**src/rtl/serial_seq_pkg.sv**
```systemverilog
// package for the serial unit enable sequencing block
// assumes a single 100 MHz clock domain; no register bus, bits are plain ports
package serial_seq_pkg;
  localparam int CLK_PERIOD_NS = 10;
  localparam int DATA_BITS = 8;
  localparam int RATE_DIV_W = 8;
  localparam int BIT_COUNT_W = 4;
  localparam logic [RATE_DIV_W-1:0] RATE_DIV_RESET = 8'h00;
  localparam logic [BIT_COUNT_W-1:0] BIT_COUNT_ZERO = 4'h0;
  localparam logic [BIT_COUNT_W-1:0] BIT_COUNT_LAST = 4'h9; // start + 8 data + stop
  localparam logic [DATA_BITS-1:0] DATA_ZERO = 8'h00;
  localparam logic [3:0] OVERSAMPLE_LAST = 4'hF;
  localparam logic [3:0] OVERSAMPLE_MID = 4'h7;
  localparam logic [3:0] OVERSAMPLE_ZERO = 4'h0;
  localparam logic [1:0] SYNC_STAGES_RESET = 2'h0;
  localparam logic LINE_IDLE = 1'b1;
  typedef enum logic [1:0] {TX_IDLE, TX_SHIFT} tx_state_t;
  typedef enum logic [1:0] {RX_IDLE, RX_SHIFT} rx_state_t;
endpackage

```
**src/rtl/enable_sync_if.sv**
```systemverilog
// interface carrying the synchronised enables between top and synchroniser
// assumes the base-clock tick is a one-cycle pulse in clock_i domain
`timescale 1ns/1ps
interface enable_sync_if;
  logic tick;
  logic enable_raw;
  logic enable_synced;
  modport sync_side (input tick, input enable_raw, output enable_synced);
  modport user_side (output tick, output enable_raw, input enable_synced);
endinterface

```
**src/rtl/base_clock_sync.sv**
```systemverilog
// two-stage synchroniser of an enable bit, stepped by the base-clock tick
// assumes tick pulses once per base-clock period
`timescale 1ns/1ps
module base_clock_sync (
  // clock and reset
  input wire logic clock_i,
  input wire logic resetn_i,
  input wire logic power_i,
  // enable path
  enable_sync_if.sync_side port_s
);
  import serial_seq_pkg::*;
  logic [1:0] stages;
  // enable advances one stage per base clock; power off clears it
  always_ff @(posedge clock_i or negedge resetn_i) begin
    if (!resetn_i) begin
      stages <= SYNC_STAGES_RESET;
    end else if (!power_i) begin
      stages <= SYNC_STAGES_RESET;
    end else if (port_s.tick) begin
      stages <= {stages[0], port_s.enable_raw};
    end
  end
  assign port_s.enable_synced = stages[1];
endmodule // base_clock_sync

```
**src/rtl/serial_enable_unit.sv**
```systemverilog
// serial unit with power and enable sequencing, transmitter and receiver
// assumes the unit clock is gated outside when stopped; software keeps ordering
`timescale 1ns/1ps
module serial_enable_unit #(
  parameter int DIV_W = serial_seq_pkg::RATE_DIV_W
) (
  // clock and reset
  input wire logic clock_i,
  input wire logic resetn_i,
  // control bits
  input wire logic unit_power_bit_i,
  input wire logic transmit_enable_bit_i,
  input wire logic receive_enable_bit_i,
  input wire logic [DIV_W-1:0] rate_generator_control_i,
  // transmit data
  input wire logic [serial_seq_pkg::DATA_BITS-1:0] tx_data_i,
  input wire logic tx_load_i,
  // serial line
  input wire logic serial_in_pin_i,
  output logic serial_out_pin_o,
  // status
  output logic tx_busy_o,
  output logic tx_enabled_o,
  output logic rx_enabled_o,
  output logic [serial_seq_pkg::DATA_BITS-1:0] rx_data_o,
  output logic rx_valid_o
);
  import serial_seq_pkg::*;

  // divider and oversampling counters
  logic [DIV_W-1:0] div_count;
  logic base_tick;
  logic [3:0] tx_phase;
  logic [3:0] rx_phase;
  logic [BIT_COUNT_W-1:0] tx_bits;
  logic [BIT_COUNT_W-1:0] rx_bits;

  // frame shifters and state
  logic [DATA_BITS:0] tx_shift;
  logic [DATA_BITS-1:0] rx_shift;
  tx_state_t tx_state;
  rx_state_t rx_state;

  // synchronised enables and the carriers that bring them back
  logic tx_en;
  logic rx_en;
  enable_sync_if tx_if ();
  enable_sync_if rx_if ();

  // base clock: one tick per rate_generator_control+1 cycles; registers only
  // move on clock_i edges and the asynchronous reset, so a stopped clock freezes all of them out of reset
  always_ff @(posedge clock_i or negedge resetn_i) begin
    if (!resetn_i) begin
      div_count <= DIV_W'(RATE_DIV_RESET);
      base_tick <= 1'b0;
    end else if (!unit_power_bit_i) begin
      div_count <= DIV_W'(RATE_DIV_RESET);
      base_tick <= 1'b0;
    end else if (div_count >= rate_generator_control_i) begin
      div_count <= DIV_W'(RATE_DIV_RESET);
      base_tick <= 1'b1;
    end else begin
      div_count <= div_count + DIV_W'(1);
      base_tick <= 1'b0;
    end
  end

  // both synchronisers step on the one shared base tick
  assign tx_if.tick = base_tick;
  assign tx_if.enable_raw = transmit_enable_bit_i;
  assign rx_if.tick = base_tick;
  assign rx_if.enable_raw = receive_enable_bit_i;

  // synchronised enables as the transmit and receive circuits see them
  assign tx_en = tx_if.enable_synced;
  assign rx_en = rx_if.enable_synced;

  // enables pass two base-clock stages; a clear shorter than that may be missed,
  // which is why software must hold it low two base clocks
  base_clock_sync tx_sync (
    .clock_i(clock_i),
    .resetn_i(resetn_i),
    .power_i(unit_power_bit_i),
    .port_s(tx_if.sync_side)
  );
  base_clock_sync rx_sync (
    .clock_i(clock_i),
    .resetn_i(resetn_i),
    .power_i(unit_power_bit_i),
    .port_s(rx_if.sync_side)
  );

  // transmitter: 16 ticks per bit, lsb first, one start and one stop bit
  always_ff @(posedge clock_i or negedge resetn_i) begin
    if (!resetn_i) begin
      tx_state <= TX_IDLE;
      tx_phase <= OVERSAMPLE_ZERO;
      tx_bits <= BIT_COUNT_ZERO;
      tx_shift <= {DATA_ZERO, LINE_IDLE};
      serial_out_pin_o <= LINE_IDLE;
    end else if (!unit_power_bit_i || !tx_en) begin
      tx_state <= TX_IDLE;
      tx_phase <= OVERSAMPLE_ZERO;
      tx_bits <= BIT_COUNT_ZERO;
      tx_shift <= {DATA_ZERO, LINE_IDLE}; // no stale bits survive into the next frame
      serial_out_pin_o <= LINE_IDLE;
    end else begin
      case (tx_state)
        TX_IDLE: begin
          if (tx_load_i) begin
            tx_shift <= {LINE_IDLE, tx_data_i};
            serial_out_pin_o <= 1'b0; // start bit
            tx_phase <= OVERSAMPLE_ZERO;
            tx_bits <= BIT_COUNT_ZERO;
            tx_state <= TX_SHIFT;
          end
        end
        TX_SHIFT: begin
          if (base_tick) begin
            tx_phase <= tx_phase + 4'h1;
            if (tx_phase == OVERSAMPLE_LAST) begin
              if (tx_bits == BIT_COUNT_LAST) begin
                tx_state <= TX_IDLE;
                serial_out_pin_o <= LINE_IDLE;
              end else begin
                serial_out_pin_o <= tx_shift[0]; // held while clock is stopped
                tx_shift <= {LINE_IDLE, tx_shift[DATA_BITS:1]};
                tx_bits <= tx_bits + 4'h1;
              end
            end
          end
        end
        default: tx_state <= TX_IDLE;
      endcase
    end
  end

  // receiver: a low line once enabled starts a frame immediately, even if it
  // was already low at enable time; software should enable on a high line
  always_ff @(posedge clock_i or negedge resetn_i) begin
    if (!resetn_i) begin
      rx_state <= RX_IDLE;
      rx_phase <= OVERSAMPLE_ZERO;
      rx_bits <= BIT_COUNT_ZERO;
      rx_shift <= DATA_ZERO;
      rx_data_o <= DATA_ZERO;
      rx_valid_o <= 1'b0;
    end else if (!unit_power_bit_i || !rx_en) begin
      rx_state <= RX_IDLE;
      rx_phase <= OVERSAMPLE_ZERO;
      rx_bits <= BIT_COUNT_ZERO;
      rx_shift <= DATA_ZERO; // a frame after disable or power off starts from an empty shifter
      rx_valid_o <= 1'b0;
    end else begin
      rx_valid_o <= 1'b0;
      case (rx_state)
        RX_IDLE: begin
          if (!serial_in_pin_i) begin
            rx_state <= RX_SHIFT;
            rx_phase <= OVERSAMPLE_ZERO;
            rx_bits <= BIT_COUNT_ZERO;
          end
        end
        RX_SHIFT: begin
          if (base_tick) begin
            rx_phase <= rx_phase + 4'h1;
            if (rx_phase == OVERSAMPLE_MID) begin
              if (rx_bits == BIT_COUNT_LAST) begin
                rx_state <= RX_IDLE;
                rx_data_o <= rx_shift;
                rx_valid_o <= serial_in_pin_i; // only on a good stop bit
              end else begin
                if (rx_bits != BIT_COUNT_ZERO) begin
                  rx_shift <= {serial_in_pin_i, rx_shift[DATA_BITS-1:1]};
                end
                rx_bits <= rx_bits + 4'h1;
              end
            end
          end
        end
        default: rx_state <= RX_IDLE;
      endcase
    end
  end

  // busy follows the transmit state one cycle late, straight from a flip-flop
  always_ff @(posedge clock_i or negedge resetn_i) begin
    if (!resetn_i) begin
      tx_busy_o <= 1'b0;
    end else begin
      tx_busy_o <= (tx_state == TX_SHIFT);
    end
  end

  // transmit enable as the circuit sees it, one cycle behind the synchroniser
  always_ff @(posedge clock_i or negedge resetn_i) begin
    if (!resetn_i) begin
      tx_enabled_o <= 1'b0;
    end else begin
      tx_enabled_o <= tx_en;
    end
  end

  // receive enable likewise; software polls it before trusting the receiver
  always_ff @(posedge clock_i or negedge resetn_i) begin
    if (!resetn_i) begin
      rx_enabled_o <= 1'b0;
    end else begin
      rx_enabled_o <= rx_en;
    end
  end
endmodule // serial_enable_unit

```
**config.mk**
```make
export PLATFORM = sky130hd
export DESIGN_NAME = serial_enable_unit
export DESIGN_NICKNAME = d
export VERILOG_FILES = /design/src/rtl/serial_seq_pkg.sv /design/src/rtl/enable_sync_if.sv /design/src/rtl/base_clock_sync.sv /design/src/rtl/serial_enable_unit.sv
export SDC_FILE = /design/constraint.sdc
export NUM_CORES = 1
export LEC_CHECK = 0
export BUFFER_PORTS_ARGS = -buffer_cell sky130_fd_sc_hd__buf_2
export CORE_UTILIZATION = 55
export DETAILED_ROUTE_END_ITERATION = 8
export HOLD_SLACK_MARGIN = 0.02
export PLACE_DENSITY = 0.76
export RECOVER_POWER = 100
export SYNTH_ARGS = -nofsm -noshare
export SYNTH_HDL_FRONTEND = slang
export SYNTH_HIERARCHICAL = 1
export SYNTH_SLANG_ARGS = --single-unit
```
**constraint.sdc**
```tcl
create_clock -name clock_i -period 2.5 [get_ports clock_i]
set_input_delay 0.25 -clock clock_i [delete_from_list [all_inputs] [get_ports clock_i]]
set_output_delay 0.25 -clock clock_i [all_outputs]
set_load 0.005 [all_outputs]
```
==> impl_results.md <==
* DIE AREA at 0.00572 sq mm
* Depth of the CTS H-tree at 3
* GRT Overall Usage at 20.8%
* Layout net count at 356
* Async S/R FF share, synth at 100%
* Most common cell after layout, fill and taps aside: dfrtp_1
* Synth warn at 6
* Most frequent cells in the layout: dfrtp_1, nor2_1, nand2_1
* Initial Utilization at 57.7%
* DRC violations left at 0
* Fraction of layout cells with a size suffix above 1 at 16.5%
* CP max FO at 8
* Clk sink count at 61
* Pre-CTS WS at 0.640 ns
* Mapped Area at 0.00298 sq mm
* Mean Syn Cell Area at 10.9 sq um
* Drt pass-1 iters at 5
* Startpoint class of the critical path: register
* Final Cell Area at 0.00343 sq mm
* Final setup margin at 0.453 ns
* Power Total at 0.00213 W
* Post-CTS setup buffers at 0
* Critical Path End Type: register
* Chip height at 75.7 microns
* Data arrival, critical path at 2.26 ns
* Post-synth top flop: dfrtp_1
* Yosys cell types at 49
* Hold Path Class: in -> reg
* Number of synthesized flops with an enable pin at 0
* Fin Setup TNS at 0 ns
* Placeable core area at 0.00517 sq mm
* Final ANT Viol Nets at 0
* Final-report hold violation count at 0
* CTS tree: built
* Wirelength, routed at 5.29 mm
* Slowest cell on crit path: nor2_1
* # setup viols final at 0
* RSZ-0062 raised after global routing: no
* Number of fill cells in the layout at 405
* Max-cap violations at 0
* CP peak stage delay at 0.66 ns
* Layout area overhead at 14.9%
* Post-synth net total at 312
* Clock root buffer: clkbuf_8
* Grt ovf at 0
* DR iter-0 viols at 81
* Setup Skew at 0.00893 ns
* R2r setup slk at 0.45 ns
* Static Leak at 1.60 nW
* Largest net degree at the start of global routing at 62
* Global-route wire length before repair at 8.52 mm
* Worst path required time at 2.71 ns
* Initial antenna violation count at 0
* Most used cell, CP: nor2_1
* Worst Max-Slew Pin Slew at 1.47 ns
* Post-placement cell area at 0.00325 sq mm
* WS Path Type: reg -> reg
* Dpl hpwl at 3.63 mm
* Placer Congestion at 0.819
* Reg clk slew, reported paths at 0.06 ns
* Post-route minimum period at 2.05 ns
* Std cell rows at 26
* I/O Pins at 36
* Worst-case clock buffer depth at 2
* Chip width at 75.7 microns
* Syn Inst Count at 273
* Max VDD drop at 0.409 mV
* Run status: finished clean
* CTS resizes at 0
* Worst-Skew Late Latency at 0.34 ns
* Slew HR at 2.06%
* Max-slew violation count at 0
* Vias at 2088
* Routed wire per std cell at 13.5 microns
* Yosys reg bits at 61
* Fmax at 488 MHz
* CTS buffer count at 9
* N_diodes at 0
* Critical-path cell list: ha_1 -> and3b_1 -> nand3_1 -> nor2_1 -> mux2i_1 -> nor2_1
* PwrDens at 622 mW/mm^2
* Vias per cell at 5.33
* I/O Buffers at 35
* Cts hold-fix bufs at 0
* Final period util at 81.9%
* Vias in the first global route at 1944
* Register area share after synthesis at 51.2%
-- final cells by class --
cell class | instances | area [sq um] | share of cell area, %
Clock inverter | 4 | 95.1 | 2.77
Timing Repair Buffer | 39 | 181 | 5.29
Multi-Input combinational cell | 194 | 1350 | 39.2
Clock buffer | 12 | 145 | 4.23
Tap cell | 70 | 87.6 | 2.55
Inverter | 12 | 45.0 | 1.31
Sequential cell | 61 | 1530 | 44.6
-- synth_stat cells, types with 2 or more instances --
master,count,area [sq um]
a22oi_1,3,22.5
and3_1,4,25.0
o211ai_1,2,15.0
xor2_1,7,61.3
dfrtp_1,59,1480
nand2b_1,2,12.5
nand3_1,10,50.1
o21ai_0,15,75.1
clkbuf_1,4,15.0
mux2i_1,19,190
and2_1,2,12.5
ha_1,16,200
inv_1,12,45.0
mux2_2,8,90.1
o31ai_1,3,22.5
o21a_1,2,15.0
a21o_1,2,15.0
nor2_1,26,97.6
nor2b_1,9,56.3
nand2_1,26,97.6
dfstp_2,2,52.6
a21oi_1,6,30.0
xnor2_1,5,43.8
nand4_1,4,25.0
-- state kept, by name, summed over array words and instances, names as in the netlist, 2 cells and up --
name,cells
tx_phase,4
rx_sync/stages,2
rx_bits,4
rx_data_o,8
tx_sync/stages,2
tx_shift,9
rx_phase,4
rx_shift,8
tx_bits,4
div_count,8
-- worst paths after layout --
path | end | cells after the start | start
hold / removal | tx_shift[6] | 3 | tx_data_i[6]
setup reg to reg | rx_shift[4] | 6 | rx_phase[0]
setup / recovery | rx_shift[4] | 6 | rx_phase[0]
max in group asynchronous | rx_bits[2] | 2 | resetn_i
min in group asynchronous | tx_shift[1] | 2 | resetn_i
hold reg to reg | rx_enabled_o | 0 | rx_sync/stages[1]
-- critical path, delay by kind of cell, from the launching register on --
family	cells	cell delay, ns
mux	1	0.26
flops	1	0.40
fa+ha+maj	1	0.18
simple gates	4	1.08
-- routing by layer --
layer / up-vias / track usage (%) / routed length [microns] / share of wire [%]
met5: - / 0 / 0 / 0
met3: 6 / 9.13 / 211 / 4.0
li1: 1041 / - / - / -
met4: 0 / 7.41 / 70 / 1.3
met1: 1002 / 25.2 / 2440 / 46
met2: 39 / 33.3 / 2570 / 49
-- kinds of logic (layout without fill, tap and decap cells) --
logic type	count (synthesis)	in the layout	share of synthesized area, %
AND/OR/NAND/NOR	94	94	16.1
XOR/XNOR	12	12	3.52
AO/OA/AOI/OAI	44	44	10.1
adder cells (fa/ha/maj)	16	16	6.71
multiplexers	28	28	9.77
buffers and inverters	18	67	2.56
flip-flops	61	61	51.2
-- power by group --
group          switching (W)  internal, W  total [W]
sequential        0.00000496     0.000992   0.000997
clock               0.000370     0.000689    0.00106
combinational      0.0000442    0.0000310  0.0000752
total               0.000420      0.00171    0.00213
-- through the flow --
| stage | cells | hold WS, ns | utilization [%] |
|---|---|---|---|
| floorplan | 273 | -0.0456 | - |
| global placement | 376 | 0.408 | 62.7 |
| detailed placement | 376 | 0.418 | 62.7 |
| CTS | 392 | 0.0729 | 67.4 |
| global route | 392 | 0.201 | 66.3 |
| finish | 392 | 0.205 | 66.3 |
No activity file was read; power rests on OpenSTA's default activity.
